[src/design/ppb_defines.vh]
// offsets, field masks, reset values for the parallel port bank
`ifndef PPB_DEFINES_VH
`define PPB_DEFINES_VH

// register indices; byte address is four times the index
`define PPB_IDX_PORT_A_DATA 14'h0000
`define PPB_IDX_PORT_B_DATA 14'h0001
`define PPB_IDX_PORT_C_DATA 14'h0002
`define PPB_IDX_PORT_D_DATA 14'h0003
`define PPB_IDX_PORT_A_DIR 14'h0004
`define PPB_IDX_PORT_B_DIR 14'h0005
`define PPB_IDX_PORT_C_DIR 14'h0006
`define PPB_IDX_PORT_D_DIR 14'h0007
`define PPB_IDX_PORT_E_DATA 14'h0008
`define PPB_IDX_PORT_E_DIR 14'h000c
`define PPB_IDX_PORT_A_PUE 14'h000d
`define PPB_IDX_PORT_C_PUE 14'h000e
`define PPB_IDX_PORT_D_PUE 14'h000f
`define PPB_IDX_PORT_F_DATA 14'h0440
`define PPB_IDX_PORT_G_DATA 14'h0441
`define PPB_IDX_PORT_F_DIR 14'h0444
`define PPB_IDX_PORT_G_DIR 14'h0445
`define PPB_IDX_PORT_F_PUE 14'h0446

// implemented bits per port
`define PPB_MASK_A 8'hff
`define PPB_MASK_B 8'hff
`define PPB_MASK_C 8'h7f
`define PPB_MASK_D 8'hff
`define PPB_MASK_E 8'h3f
`define PPB_MASK_F 8'hff
`define PPB_MASK_G 8'hff

// ports that carry pullups: a, c, d, f
`define PPB_PU_PORTS 7'h2d

// reset values
`define PPB_RST_DIR 8'h00
`define PPB_RST_PUE 8'h00
`define PPB_RST_SYNC 8'h00

// converter channel ranges and can pin mask
`define PPB_CHAN_B_TOP 5'h07
`define PPB_CHAN_A_TOP 5'h0f
`define PPB_CAN_PINS 8'h03

`endif

[src/design/ppb_port.v]
// one 8-bit port: latch, direction, pullup enable and pin synchroniser
`timescale 1ns/1ps
module ppb_port #(
   parameter [7:0] P_MASK = 8'hff,
   parameter P_HAS_PU = 1'b1
) (
   // clock and reset
   input wire i_clk,
   input wire i_nrst,
   // register writes
   input wire [7:0] i_wr_data,
   input wire i_wr_latch,
   input wire i_wr_dir,
   input wire i_wr_pue,
   // peripheral overrides
   input wire [7:0] i_force_in,
   input wire [7:0] i_analog,
   // pins
   input wire [7:0] i_pin_in,
   output wire [7:0] o_pin_out,
   output wire [7:0] o_pin_oe,
   output wire [7:0] o_pin_pu,
   // register read values
   output wire [7:0] o_data_rd,
   output wire [7:0] o_dir_rd,
   output wire [7:0] o_pue_rd
);
`include "ppb_defines.vh"

   reg [7:0] latch_reg;
   reg [7:0] dir_reg;
   reg [7:0] pue_reg;
   reg [7:0] sync1_reg;
   reg [7:0] sync2_reg;
   wire [7:0] pue_mask;

   assign pue_mask = P_HAS_PU ? P_MASK : 8'h00;

   // data latch keeps its contents through reset
   always @(posedge i_clk) begin
      if (i_wr_latch) begin
         latch_reg <= i_wr_data & P_MASK; // see R6 // see R11 // see R12 //
      end
   end

   always @(posedge i_clk or negedge i_nrst) begin
      if (!i_nrst) begin
         dir_reg <= `PPB_RST_DIR; // see R4 // see R5 // see R7 //
         pue_reg <= `PPB_RST_PUE; // see R8 // see R9 //
      end else begin
         if (i_wr_dir) begin
            dir_reg <= i_wr_data & P_MASK; // see R1 // see R5 //
         end
         if (i_wr_pue) begin
            pue_reg <= i_wr_data & pue_mask; // see R2 //
         end
      end
   end

   always @(posedge i_clk or negedge i_nrst) begin
      if (!i_nrst) begin
         sync1_reg <= `PPB_RST_SYNC;
         sync2_reg <= `PPB_RST_SYNC;
      end else begin
         sync1_reg <= i_pin_in;
         sync2_reg <= sync1_reg;
      end
   end

   assign o_pin_out = latch_reg;
   // output buffer on for direction 1 unless a peripheral owns the pin
   assign o_pin_oe = dir_reg & ~i_force_in & ~i_analog; // see R15 //
   // pullup only on inputs, never on analog pins
   assign o_pin_pu = pue_reg & ~dir_reg & ~i_analog; // see R3 //
   assign o_data_rd = ((dir_reg & latch_reg) | (~dir_reg & sync2_reg)) & P_MASK;
   assign o_dir_rd = dir_reg;
   assign o_pue_rd = pue_reg;

endmodule // ppb_port

[src/design/ppb_top.v]
// parallel port bank: apb register slave and seven port slices
// Notes on behaviour
// every pin individually input or output
// pullups on ports a, c, d, f inputs
// output direction turns pullup off automatically
// port a direction 8 bits, reset 0
// port c direction bits 6-0, bit7 zero
// port e latch bits 5-0, kept through reset
// port e direction bits 5-0, reset 0
// port a pullup enables 8 bits, reset 0
// port c pullup enables bits 6-0 only
// port d pullup enables 8 bits, reset 0
// port f latch 8 bits, kept through reset
// port g latch 8 bits read/write
// keypad, converter and can take pins over
// read latch for outputs, pin for inputs
// direction 1 enables output buffer
// accesses act on bus edge, reset clears
`timescale 1ns/1ps
module ppb_top (
   // clock and reset
   input wire i_clk,
   input wire i_nrst,
   // apb slave
   input wire i_psel,
   input wire i_penable,
   input wire i_pwrite,
   input wire [15:0] i_paddr,
   input wire [31:0] i_pwdata,
   input wire [3:0] i_pstrb,
   output wire o_pready,
   output wire [31:0] o_prdata,
   output wire o_pslverr,
   // peripheral controls
   input wire [7:0] i_keypad_irq_enable,
   input wire i_converter_enable,
   input wire [4:0] i_converter_channel_select,
   input wire i_can_module_enable,
   // port a pins
   input wire [7:0] i_pa_in,
   output wire [7:0] o_pa_out,
   output wire [7:0] o_pa_oe,
   output wire [7:0] o_pa_pu,
   // port b pins
   input wire [7:0] i_pb_in,
   output wire [7:0] o_pb_out,
   output wire [7:0] o_pb_oe,
   output wire [7:0] o_pb_pu,
   // port c pins
   input wire [7:0] i_pc_in,
   output wire [7:0] o_pc_out,
   output wire [7:0] o_pc_oe,
   output wire [7:0] o_pc_pu,
   // port d pins
   input wire [7:0] i_pd_in,
   output wire [7:0] o_pd_out,
   output wire [7:0] o_pd_oe,
   output wire [7:0] o_pd_pu,
   // port e pins
   input wire [7:0] i_pe_in,
   output wire [7:0] o_pe_out,
   output wire [7:0] o_pe_oe,
   output wire [7:0] o_pe_pu,
   // port f pins
   input wire [7:0] i_pf_in,
   output wire [7:0] o_pf_out,
   output wire [7:0] o_pf_oe,
   output wire [7:0] o_pf_pu,
   // port g pins
   input wire [7:0] i_pg_in,
   output wire [7:0] o_pg_out,
   output wire [7:0] o_pg_oe,
   output wire [7:0] o_pg_pu
);
`include "ppb_defines.vh"

   localparam [55:0] PORT_MASKS = {`PPB_MASK_G, `PPB_MASK_F, `PPB_MASK_E, `PPB_MASK_D,
                                   `PPB_MASK_C, `PPB_MASK_B, `PPB_MASK_A};
   localparam [6:0] PU_PORTS = `PPB_PU_PORTS;

   // bus decode
   wire [13:0] reg_idx;
   wire aligned;
   wire setup_phase;
   wire wr_take;
   reg [6:0] sel_data;
   reg [6:0] sel_dir;
   reg [6:0] sel_pue;
   wire hit;

   // per-port buses, port n in bits 8n+7:8n
   wire [55:0] pin_in_all;
   wire [55:0] pin_out_all;
   wire [55:0] pin_oe_all;
   wire [55:0] pin_pu_all;
   wire [55:0] data_rd_all;
   wire [55:0] dir_rd_all;
   wire [55:0] pue_rd_all;
   wire [55:0] force_in_all;
   wire [55:0] analog_all;

   // overrides
   reg [7:0] analog_a;
   reg [7:0] analog_b;
   wire [7:0] can_pins;

   // read path
   reg [7:0] rd_byte;
   reg [31:0] prdata_reg;
   reg [31:0] prdata_next;
   reg pslverr_reg;
   reg pslverr_next;

   assign reg_idx = i_paddr[15:2];
   assign aligned = (i_paddr[1:0] == 2'h0);
   assign setup_phase = i_psel & ~i_penable;
   // write lands on the access edge
   assign wr_take = i_psel & i_penable & i_pwrite & i_pstrb[0];

   // address decode into per-port selects
   always @* begin
      sel_data = 7'h00;
      sel_dir = 7'h00;
      sel_pue = 7'h00;
      if (aligned) begin
         case (reg_idx)
            `PPB_IDX_PORT_A_DATA: sel_data[0] = 1'b1;
            `PPB_IDX_PORT_B_DATA: sel_data[1] = 1'b1;
            `PPB_IDX_PORT_C_DATA: sel_data[2] = 1'b1;
            `PPB_IDX_PORT_D_DATA: sel_data[3] = 1'b1;
            `PPB_IDX_PORT_E_DATA: sel_data[4] = 1'b1;
            `PPB_IDX_PORT_F_DATA: sel_data[5] = 1'b1;
            `PPB_IDX_PORT_G_DATA: sel_data[6] = 1'b1;
            `PPB_IDX_PORT_A_DIR: sel_dir[0] = 1'b1;
            `PPB_IDX_PORT_B_DIR: sel_dir[1] = 1'b1;
            `PPB_IDX_PORT_C_DIR: sel_dir[2] = 1'b1;
            `PPB_IDX_PORT_D_DIR: sel_dir[3] = 1'b1;
            `PPB_IDX_PORT_E_DIR: sel_dir[4] = 1'b1;
            `PPB_IDX_PORT_F_DIR: sel_dir[5] = 1'b1;
            `PPB_IDX_PORT_G_DIR: sel_dir[6] = 1'b1;
            `PPB_IDX_PORT_A_PUE: sel_pue[0] = 1'b1;
            `PPB_IDX_PORT_C_PUE: sel_pue[2] = 1'b1;
            `PPB_IDX_PORT_D_PUE: sel_pue[3] = 1'b1;
            `PPB_IDX_PORT_F_PUE: sel_pue[5] = 1'b1;
            default: begin
               sel_data = 7'h00;
            end
         endcase
      end
   end

   assign hit = |{sel_data, sel_dir, sel_pue};

   // converter channel select steers one pin of port b or a to analog
   always @* begin
      analog_a = 8'h00;
      analog_b = 8'h00;
      if (i_converter_enable) begin
         if (i_converter_channel_select <= `PPB_CHAN_B_TOP) begin
            analog_b[i_converter_channel_select[2:0]] = 1'b1;
         end else if (i_converter_channel_select <= `PPB_CHAN_A_TOP) begin
            analog_a[i_converter_channel_select[2:0]] = 1'b1;
         end
      end
   end

   // can module takes port c bits 0 and 1
   assign can_pins = i_can_module_enable ? `PPB_CAN_PINS : 8'h00;

   assign force_in_all = {8'h00, 8'h00, 8'h00, 8'h00, can_pins, 8'h00,
                          i_keypad_irq_enable};
   assign analog_all = {8'h00, 8'h00, 8'h00, 8'h00, 8'h00, analog_b, analog_a};

   assign pin_in_all = {i_pg_in, i_pf_in, i_pe_in, i_pd_in, i_pc_in, i_pb_in, i_pa_in};

   genvar gi;
   generate
      for (gi = 0; gi < 7; gi = gi + 1) begin : g_port
         ppb_port #(
            .P_MASK(PORT_MASKS[8*gi+7:8*gi]),
            .P_HAS_PU(PU_PORTS[gi])
         ) u_port (
            .i_clk(i_clk),
            .i_nrst(i_nrst),
            .i_wr_data(i_pwdata[7:0]),
            .i_wr_latch(wr_take & sel_data[gi]),
            .i_wr_dir(wr_take & sel_dir[gi]),
            .i_wr_pue(wr_take & sel_pue[gi]),
            .i_force_in(force_in_all[8*gi+7:8*gi]),
            .i_analog(analog_all[8*gi+7:8*gi]),
            .i_pin_in(pin_in_all[8*gi+7:8*gi]),
            .o_pin_out(pin_out_all[8*gi+7:8*gi]),
            .o_pin_oe(pin_oe_all[8*gi+7:8*gi]),
            .o_pin_pu(pin_pu_all[8*gi+7:8*gi]),
            .o_data_rd(data_rd_all[8*gi+7:8*gi]),
            .o_dir_rd(dir_rd_all[8*gi+7:8*gi]),
            .o_pue_rd(pue_rd_all[8*gi+7:8*gi])
         );
      end
   endgenerate

   // pins out
   assign o_pa_out = pin_out_all[7:0];
   assign o_pa_oe = pin_oe_all[7:0];
   assign o_pa_pu = pin_pu_all[7:0];
   assign o_pb_out = pin_out_all[15:8];
   assign o_pb_oe = pin_oe_all[15:8];
   assign o_pb_pu = pin_pu_all[15:8];
   assign o_pc_out = pin_out_all[23:16];
   assign o_pc_oe = pin_oe_all[23:16];
   assign o_pc_pu = pin_pu_all[23:16];
   assign o_pd_out = pin_out_all[31:24];
   assign o_pd_oe = pin_oe_all[31:24];
   assign o_pd_pu = pin_pu_all[31:24];
   assign o_pe_out = pin_out_all[39:32];
   assign o_pe_oe = pin_oe_all[39:32];
   assign o_pe_pu = pin_pu_all[39:32];
   assign o_pf_out = pin_out_all[47:40];
   assign o_pf_oe = pin_oe_all[47:40];
   assign o_pf_pu = pin_pu_all[47:40];
   assign o_pg_out = pin_out_all[55:48];
   assign o_pg_oe = pin_oe_all[55:48];
   assign o_pg_pu = pin_pu_all[55:48];

   // read byte select; unimplemented bits already masked to zero
   integer pi;
   always @* begin
      rd_byte = 8'h00;
      for (pi = 0; pi < 7; pi = pi + 1) begin
         if (sel_data[pi]) begin
            rd_byte = rd_byte | data_rd_all[8*pi+:8];
         end
         if (sel_dir[pi]) begin
            rd_byte = rd_byte | dir_rd_all[8*pi+:8]; // see R5 //
         end
         if (sel_pue[pi]) begin
            rd_byte = rd_byte | pue_rd_all[8*pi+:8];
         end
      end
   end

   // read data and error are captured in the setup cycle
   always @* begin
      prdata_next = prdata_reg;
      pslverr_next = pslverr_reg;
      if (setup_phase) begin
         prdata_next = {24'h000000, rd_byte};
         pslverr_next = ~hit;
         if (i_pwrite) begin
            prdata_next = 32'h00000000;
         end
      end
   end

   always @(posedge i_clk or negedge i_nrst) begin
      if (!i_nrst) begin
         prdata_reg <= 32'h00000000;
         pslverr_reg <= 1'b0;
      end else begin
         prdata_reg <= prdata_next;
         pslverr_reg <= pslverr_next;
      end
   end

   // no wait states
   assign o_pready = 1'b1;
   assign o_prdata = prdata_reg;
   assign o_pslverr = pslverr_reg & i_psel & i_penable;

endmodule // ppb_top

[config.mk]
export PLATFORM = sky130hd
export DESIGN_NAME = ppb_top
export DESIGN_NICKNAME = d
export VERILOG_FILES = /design/src/design/ppb_port.v /design/src/design/ppb_top.v
export VERILOG_INCLUDE_DIRS = /design/src /design/src/design
export SDC_FILE = /design/constraint.sdc
export NUM_CORES = 1
export LEC_CHECK = 0
export BUFFER_PORTS_ARGS = -buffer_cell sky130_fd_sc_hd__buf_2
export CORE_MARGIN = 8
export CORE_UTILIZATION = 53
export CTS_BUF_LIST = sky130_fd_sc_hd__clkbuf_4 sky130_fd_sc_hd__clkbuf_8
export DETAILED_ROUTE_END_ITERATION = 16
export GPL_TIMING_DRIVEN = 1
export PLACE_DENSITY = 0.91
export SLEW_MARGIN = 20
export SYNTH_ARGS = -nofsm -noshare
export SYNTH_HDL_FRONTEND = slang
export SYNTH_SLANG_ARGS = --single-unit
[constraint.sdc]
create_clock -name i_clk -period 2.1 [get_ports i_clk]
set_input_delay 0.21 -clock i_clk [delete_from_list [all_inputs] [get_ports i_clk]]
set_output_delay 0.21 -clock i_clk [all_outputs]
set_load 0.01 [all_outputs]
==> results.txt, run 1 <==
----------------------------------------------------
[Worst setup path]
  Startpoint Class ... register
  Largest driver fanout on the critical path ... 4
  Endpoint of the worst-slack reg-to-reg timing path ... o_prdata[3]
  Worst setup path start ... g_port[1].u_port.o_dir_rd[6]
  Setup crit end kind ... primary output
  Data required time at the worst endpoint ... roughly 1.9 ns
  Launch instance of the worst register-to-register path ... g_port[0].u_port.o_dir_rd[3]
  CP Cell Sequence ... a21boi_0, buf_2
  Worst path arrival time ... 1.57 ns
  Kind of critical path ... reg -> out
  Flop-to-flop setup slack ... between 0.3 and 0.4 ns
  Number of cells on the worst reg-to-reg path ... 5
  CP max-delay cell ... sky130_fd_sc_hd__dfrtp_1
  Slowest Stage Delay on Critical Path ... slightly below 0.5 ns

[Timing]
  Final critical-path share of the clock period ... 84.6%
  Final Max Tran Viols ... 0
  Final number of setup-violating endpoints ... 0
  Hold Violations, Final ... 0
  Hold Slack ... ~0.082 ns
  Transition at the pin with the smallest max-transition slack ... slightly above 0.6 ns
  Setup slack of the critical path after layout ... 0.323 ns
  RSZ-0062 raised after global routing ... no
  F_max ... 0.563 GHz
  Post-Route Skew ... around 0.019 ns
  Final setup TNS ... 0 ns
  Minimum clock period after layout ... approximately 1.8 ns
  Slew headroom ... 59.2%

[Routing]
  Count of nets left with antenna violations after detail routing ... 0
  Residual DRC count ... 0
  Vias per Instance ... approximately 5.7
  Detailed-routing iteration count for the pre-antenna-repair pass ... 5
  Routed Wire Length ... a little under 40000 um
  Vias after detailed routing ... about 8500
  Routed wire per std cell ... between 20 and 30 um
  Initial drt markers ... between 700 and 800

[Global route]
  Number of antenna violations at the first check in global routing ... 4
  Global route overflow ... 0
  Maximum number of pins on one net before global-route repair ... 50
  First-pass GRT wire length ... between 50000 and 60000 um
  Aggregate global-route resource usage ... a little under a third
  Global-route met2 utilization ... about half
  Global routing usage on met1 ... between 30% and 40%
  Most used routing layer ... met2
  Number of global-route vias before repair ... approximately 9100
  GR Layer Usage met3 ... under 10%

[Layout]
  Most frequent cells in the layout ... 242 x sky130_fd_sc_hd__buf_2, 199 x sky130_fd_sc_hd__dfrtp_1, 95 x sky130_fd_sc_hd__buf_4
  Proportion of layout cells with a drive suffix above 1 ... a little over two fifths
  Area growth from synthesis to final layout ... 30.0%
  Most common cell after layout, fill and taps aside ... sky130_fd_sc_hd__buf_2
  Post-layout nets ... ~1300
  Final Instance Area ... around 14000 sq um
  Filler cell count in the final layout ... between 1000 and 1500

[Die]
  Area of the die ... around 25000 sq um
  Std cell rows ... 52
  Initial core utilization ... 53.9%
  Floorplan core area ... approximately 20000 sq um
  Horizontal die dimension ... between 150 and 200 um
  IO Pins ... 330
  Height of the chip ... between 150 and 200 um

[Clock tree]
  Count of buffers added by post-CTS timing repair for setup ... 0
  Post-CTS sizing ... 0
  # H-tree levels ... 2
  Clock tree root driver cell ... sky130_fd_sc_hd__clkbuf_8
  TritonCTS clock tree ... done
  Number of clock sinks ... about 250
  Maximum buffer depth of the clock tree ... 3
  Number of buffers created by CTS ... slightly above 40
  Clk Latency, worst-skew pair ... around 0.54 ns
  CTS Hold Buffers Added ... 54
  Clock-pin slew reported for the worst setup and hold paths after clock tree synthesis ... 0.06 ns

[Power and ir drop]
  Proportion of power drawn by combinational gates ... under 10%
  Power density of the placed cells ... ~740 nW/um^2
  Clk network pwr share ... approximately 44%
  Maximum ir drop on the vdd rail ... between 0.9 and 1 mV
  Sequential share of power ... approximately half
  Leak ... approximately 6.7 nW
  Internal ... 8.09 mW
  Sw Pwr ... between 2 and 2.5 mW
  Switching share of total power ... 23.0%

[Synth]
  Share of the yosys chip area belonging to registers ... roughly three fifths
  Synth area leaders ... sky130_fd_sc_hd__dfrtp_1 46%, sky130_fd_sc_hd__edfxtp_1 15%, sky130_fd_sc_hd__mux2_2 9.5%
  Area fraction of the dominant cell type after synthesis ... 45.8%
  Number of register bits inferred by synthesis ... roughly 250
  Mapped cell area ... ~11000 sq um
  Share of flip-flops with an asynchronous set or reset ... about 79%
  Library cell occupying the most area in the post-synthesis netlist ... sky130_fd_sc_hd__dfrtp_1
  Post-synthesis area per instance ... between 10 and 15 sq um
  Synth Instances ... about 820
  Yosys warnings ... 0
  Count of flip-flops with a built-in enable after synthesis ... 53
  Most used DFF post-synth ... sky130_fd_sc_hd__dfrtp_1
  Number of distinct library cells after synthesis ... between 60 and 70

[Min path]
  Hold path cells ... 1
  Hold crit path type ... in -> reg
  Worst-case hold path end point ... g_port[5].u_port.o_pin_out[7]
  Hold wc startpoint ... i_pwdata[7]

[Place]
  Worst slack at placement ... -0.196 ns
  Final RePlAce weighted congestion ... 0.962
  Post-placement cell area ... around 13000 sq um
  PortBufs ... 243
  Final HPWL from detailed placement ... between 20000 and 30000 um

[Outcome]
  Run status ... finished clean

[Job]
  Max Cap Viol ... 0

----------------------------------------------------
==> routing by layer <==
layer  share of wire, %  up-vias  routed length [um]
met5              0.033        -                  13
met4                3.6        2                1400
met3                 11      105                4180
met2                 48      537               18500
met1                 38     4272               14800
li1                   -     3614                   -
==> final cells by class <==
class	count	area (sq um)	area share, %
clock buffer	61	764	5.40
clock inverter	15	148	1.04
inverter	8	30.0	0.212
sequential	252	6570	46.5
timing repair buffer	400	2640	18.7
tap	270	338	2.39
antenna	3	7.51	0.0531
multi-input combinational	490	3650	25.8
==> Yosys cell counts, types with 6 or more instances <==
cell type                    n
sky130_fd_sc_hd__buf_4      91
sky130_fd_sc_hd__nor2_2      6
sky130_fd_sc_hd__nand2b_1    7
sky130_fd_sc_hd__o21ai_0     8
sky130_fd_sc_hd__nor2b_1    31
sky130_fd_sc_hd__nand2_1    20
sky130_fd_sc_hd__o32ai_1     8
sky130_fd_sc_hd__and3_1      7
sky130_fd_sc_hd__nor2_1     35
sky130_fd_sc_hd__dfrtp_1   199
sky130_fd_sc_hd__mux2_2     92
sky130_fd_sc_hd__clkbuf_1   26
sky130_fd_sc_hd__a22oi_1    12
sky130_fd_sc_hd__o31ai_1     8
sky130_fd_sc_hd__nor3b_1    20
sky130_fd_sc_hd__a21oi_1    10
sky130_fd_sc_hd__inv_1       8
sky130_fd_sc_hd__o22ai_1    10
sky130_fd_sc_hd__buf_2       9
sky130_fd_sc_hd__nor3_1     18
sky130_fd_sc_hd__a21boi_0    6
sky130_fd_sc_hd__mux2i_1    48
sky130_fd_sc_hd__nand4_1    10
sky130_fd_sc_hd__edfxtp_1   53
==> worst max-delay path: cells and delay by family, from the launching register on <==
| kind | cells | cell delay [ns] |
|---|---|---|
| compound gates | 1 | 0.34 |
| flops | 1 | 0.49 |
| buf+inv | 1 | 0.20 |
==> metrics by stage <==
stage | power (mW) | utilization (%) | std cells
after floorplan | 5.53 | - | 878
after global placement | 5.81 | 62.9 | 1366
after detailed placement | 5.83 | 62.9 | 1366
after CTS | 10.5 | 70.1 | 1496
final | 10.5 | 70.1 | 1499
after global routing | 10.8 | 70.1 | 1499
==> worst max path at each step <==
stage / to / slack, ns
finish: o_pb_oe[6] / 0.32
global route: o_prdata[2] / 0.25
CTS: o_pb_oe[6] / 0.31
detailed placement: o_prdata[2] / -0.20
global placement: o_prdata[6] / -0.18
floorplan: g_port[6].u_port.o_pin_out[0] / -0.0003
==> power groups by stage <==
stage	clock [mW]	combinational, mW	sequential, mW
2_1_floorplan	0	0.298	5.23
3_3_place_gp	0	0.574	5.24
3_5_place_dp	0	0.584	5.25
4_1_cts	4.72	0.666	5.16
5_1_grt	4.95	0.731	5.16
6_report	4.67	0.684	5.16
==> cells by family (layout without fill, tap and decap cells) <==
| family | after synthesis | in the layout | share of synthesized area, % |
|---|---|---|---|
| DFF | 252 | 252 | 60.4 |
| other | 2 | 59 | 0.0690 |
| muxes | 142 | 142 | 14.4 |
| buffers and inverters | 136 | 484 | 8.00 |
| AOI/OAI and AO/OA | 110 | 110 | 7.50 |
| and+or+nand+nor | 182 | 182 | 9.67 |
(Power assumes the default switching activity.)
==> inputs of run 2 (changes only) <==
- CORE_UTILIZATION: 53 -> 48
- PLACE_DENSITY: 0.91 -> 0.87
- clock period: 2.1 -> 1.6 ns (I/O delays scaled with it)
==> results.txt, run 2 (synthesis gave the netlist of run 1 again) <==
----------------------------------------------------
[Outcome]
  Run status ... complete, but fails checks
  Violations in the final reports ... negative setup slack

[Clock tree]
  Number of buffers created by CTS ... 41
  Clock-pin slew reported for the worst setup and hold paths after clock tree synthesis ... 0.06 ns
  Clk Latency, worst-skew pair ... ~0.54 ns
  # H-tree levels ... 2
  Maximum buffer depth of the clock tree ... 3
  TritonCTS clock tree ... done
  Clock tree root driver cell ... sky130_fd_sc_hd__clkbuf_8
  Number of clock sinks ... between 200 and 300

[Layout]
  Area growth from synthesis to final layout ... 37.4%
  Most frequent cells in the layout ... 242 x sky130_fd_sc_hd__buf_2, 192 x sky130_fd_sc_hd__dfrtp_1, 142 x sky130_fd_sc_hd__buf_4
  Filler cell count in the final layout ... between 1500 and 2000
  Post-layout nets ... roughly 1400
  Most common cell after layout, fill and taps aside ... sky130_fd_sc_hd__buf_2
  Diodes inserted ... 0
  Proportion of layout cells with a drive suffix above 1 ... between 40 and 50%

[Global route]
  First-pass GRT wire length ... 57400 um
  Aggregate global-route resource usage ... around 27%
  Maximum number of pins on one net before global-route repair ... 47
  Global route overflow ... 0
  Number of global-route vias before repair ... roughly 9000
  Number of antenna violations at the first check in global routing ... 1

[Worst setup path]
  Total buffers and inverters traversed by the critical path ... 0
  Flop-to-flop setup slack ... -0.03 ns
  Startpoint Class ... register
  Cell depth of the worst setup path ... 4
  Worst path arrival time ... about 2.0 ns
  CP Cell Sequence ... mux4_2, and3_4, o41ai_4, a31oi_1
  CP max-delay cell ... sky130_fd_sc_hd__mux4_2
  Data required time at the worst endpoint ... approximately 2.0 ns
  Largest driver fanout on the critical path ... 2
  Launch instance of the worst register-to-register path ... g_port[1].u_port.o_dir_rd[1]
  Critical path capture point ... o_prdata[1]
  Slowest Stage Delay on Critical Path ... ~0.49 ns
  Endpoint of the worst-slack reg-to-reg timing path ... o_prdata[1]
  Worst setup path start ... g_port[1].u_port.o_dir_rd[1]
  Setup crit end kind ... register
  CP delay by family, top ... multiplexers
  Kind of critical path ... reg -> reg
  Number of cells on the worst reg-to-reg path ... 4

[Die]
  Area of the die ... about 28000 sq um
  Initial core utilization ... about 48%
  Std cell rows ... between 50 and 60
  Height of the chip ... approximately 170 um
  IO Pins ... 330
  Horizontal die dimension ... 167 um
  Floorplan core area ... about 22000 sq um

[Power and ir drop]
  Power density of the placed cells ... approximately 900 nW/um^2
  Sw Pwr ... ~3.2 mW
  Switching share of total power ... between 20% and 30%
  Clk network pwr share ... 44.1%
  Leak ... 7.09 nW
  Maximum ir drop on the vdd rail ... 0.709 mV
  Total Power ... about 14 mW
  Proportion of power drawn by combinational gates ... 7.0%
  Internal ... 10.7 mW
  Sequential share of power ... 48.8%

[Routing]
  Highest metal layer used by the detailed router ... met5
  Routed wire per std cell ... 24.4 um
  Detailed-routing iteration count for the pre-antenna-repair pass ... 5
  Detailed route wirelength on metal2 ... between 15000 and 20000 um
  Routed Wire Length ... approximately 38000 um
  Initial drt markers ... ~600
  Metal1 wirelength ... around 15000 um
  Vias after detailed routing ... ~8700
  Metal3 WL ... a little under 4000 um
  Count of nets left with antenna violations after detail routing ... 0
  Vias per Instance ... 5.53
  Residual DRC count ... 0

[Min path]
  Hold crit path type ... in -> reg

[Place]
  Final RePlAce weighted congestion ... 0.960
  Worst slack at placement ... -0.426 ns
  Final HPWL from detailed placement ... approximately 29000 um
  PortBufs ... roughly 240

[Timing]
  Hold Violations, Final ... 0
  Final critical-path share of the clock period ... 102%
  Transition at the pin with the smallest max-transition slack ... approximately 0.50 ns
  RSZ-0062 raised after global routing ... yes
  Final Max Tran Viols ... 0
  Final number of setup-violating endpoints ... 2
  Setup slack of the critical path after layout ... -0.0341 ns
  Post-Route Skew ... 0.0215 ns
  F_max ... 0.612 GHz
  Minimum clock period after layout ... roughly 1.6 ns
  Slew headroom ... 66.3%

[Job]
  Max Cap Viol ... 0

----------------------------------------------------
-- run 2: changes by cell type in the layout (fill, tap and decap cells not counted), moves of 7 or more --
| cell | previous run | this run |
|---|---|---|
| sky130_fd_sc_hd__mux2_4 | 0 | 9 |
| sky130_fd_sc_hd__dfrtp_2 | 0 | 7 |
| sky130_fd_sc_hd__nor3b_2 | 0 | 9 |
| sky130_fd_sc_hd__buf_4 | 95 | 142 |
| sky130_fd_sc_hd__nor2_1 | 34 | 25 |
| sky130_fd_sc_hd__nor2_4 | 0 | 10 |
| sky130_fd_sc_hd__nor3b_1 | 20 | 11 |
| sky130_fd_sc_hd__mux2_2 | 92 | 83 |
| sky130_fd_sc_hd__dfrtp_1 | 199 | 192 |
-- run 2: metrics by stage --
step | hold WS, ns | util [%] | TNS, ns | instance area (sq um) | std cells
floorplan | -0.136 | - | -5.21 | 11300 | 878
global placement | 0.148 | 59.3 | -34.64 | 13300 | 1433
global route | 0.0291 | 66.6 | -0.181 | 14900 | 1568
detailed placement | 0.152 | 59.3 | -41.44 | 13300 | 1433
CTS | 0.0176 | 66.1 | 0 | 14800 | 1565
finish | 0.0421 | 66.6 | -0.0618 | 14900 | 1568
-- run 2: power by group through the flow --
stage               clock network [mW]  registers, mW  logic [mW]
finish                            6.12           6.77       0.973
global route                      6.46           6.77        1.04
CTS                               6.17           6.77       0.954
detailed placement                   0           6.89       0.846
global placement                     0           6.88       0.830
floorplan                            0           6.87       0.417
-- run 2: worst min path at each step --
stage | from | slack (ns) | endpoint | cells after the start
floorplan | i_nrst | -0.14 | g_port[0].u_port.o_dir_rd[0] | 0
global placement | i_nrst | 0.15 | g_port[6].u_port.sync1_reg[4] | 1
detailed placement | i_nrst | 0.15 | g_port[6].u_port.sync1_reg[4] | 1
CTS | i_pwdata[7] | 0.02 | g_port[6].u_port.o_pin_out[7] | 1
global route | i_pwdata[7] | 0.03 | g_port[6].u_port.o_pin_out[7] | 1
finish | i_pwdata[7] | 0.04 | g_port[6].u_port.o_pin_out[7] | 1
-- run 2: final cells by class --
type | instances | area (sq um) | share of cell area, %
clock buffer | 68 | 830 | 5.55
tap | 285 | 357 | 2.39
clock inverter | 8 | 90.1 | 0.603
inverter | 8 | 30.0 | 0.201
multi-input combinational | 490 | 3910 | 26.2
sequential | 252 | 6580 | 44.0
timing repair buffer | 457 | 3150 | 21.1
-- run 2: timing repair --
item                       4_1_cts  5_1_grt
gates resized for setup         11       26
setup endpoints to repair       10       22
pin swaps                        3        5
gates cloned                     0        0
hold buffers                    54        0
hold endpoints to repair       227        0
buffers inserted                 3        3
-- run 2: per-layer routing --
| layer | up-vias | global-route usage [%] |
|---|---|---|
| met5 | - | 0 |
| li1 | 3731 | - |
| met4 | 2 | 8.42 |
| met1 | 4331 | 34.3 |
| met2 | 523 | 44.2 |
| met3 | 84 | 7.97 |
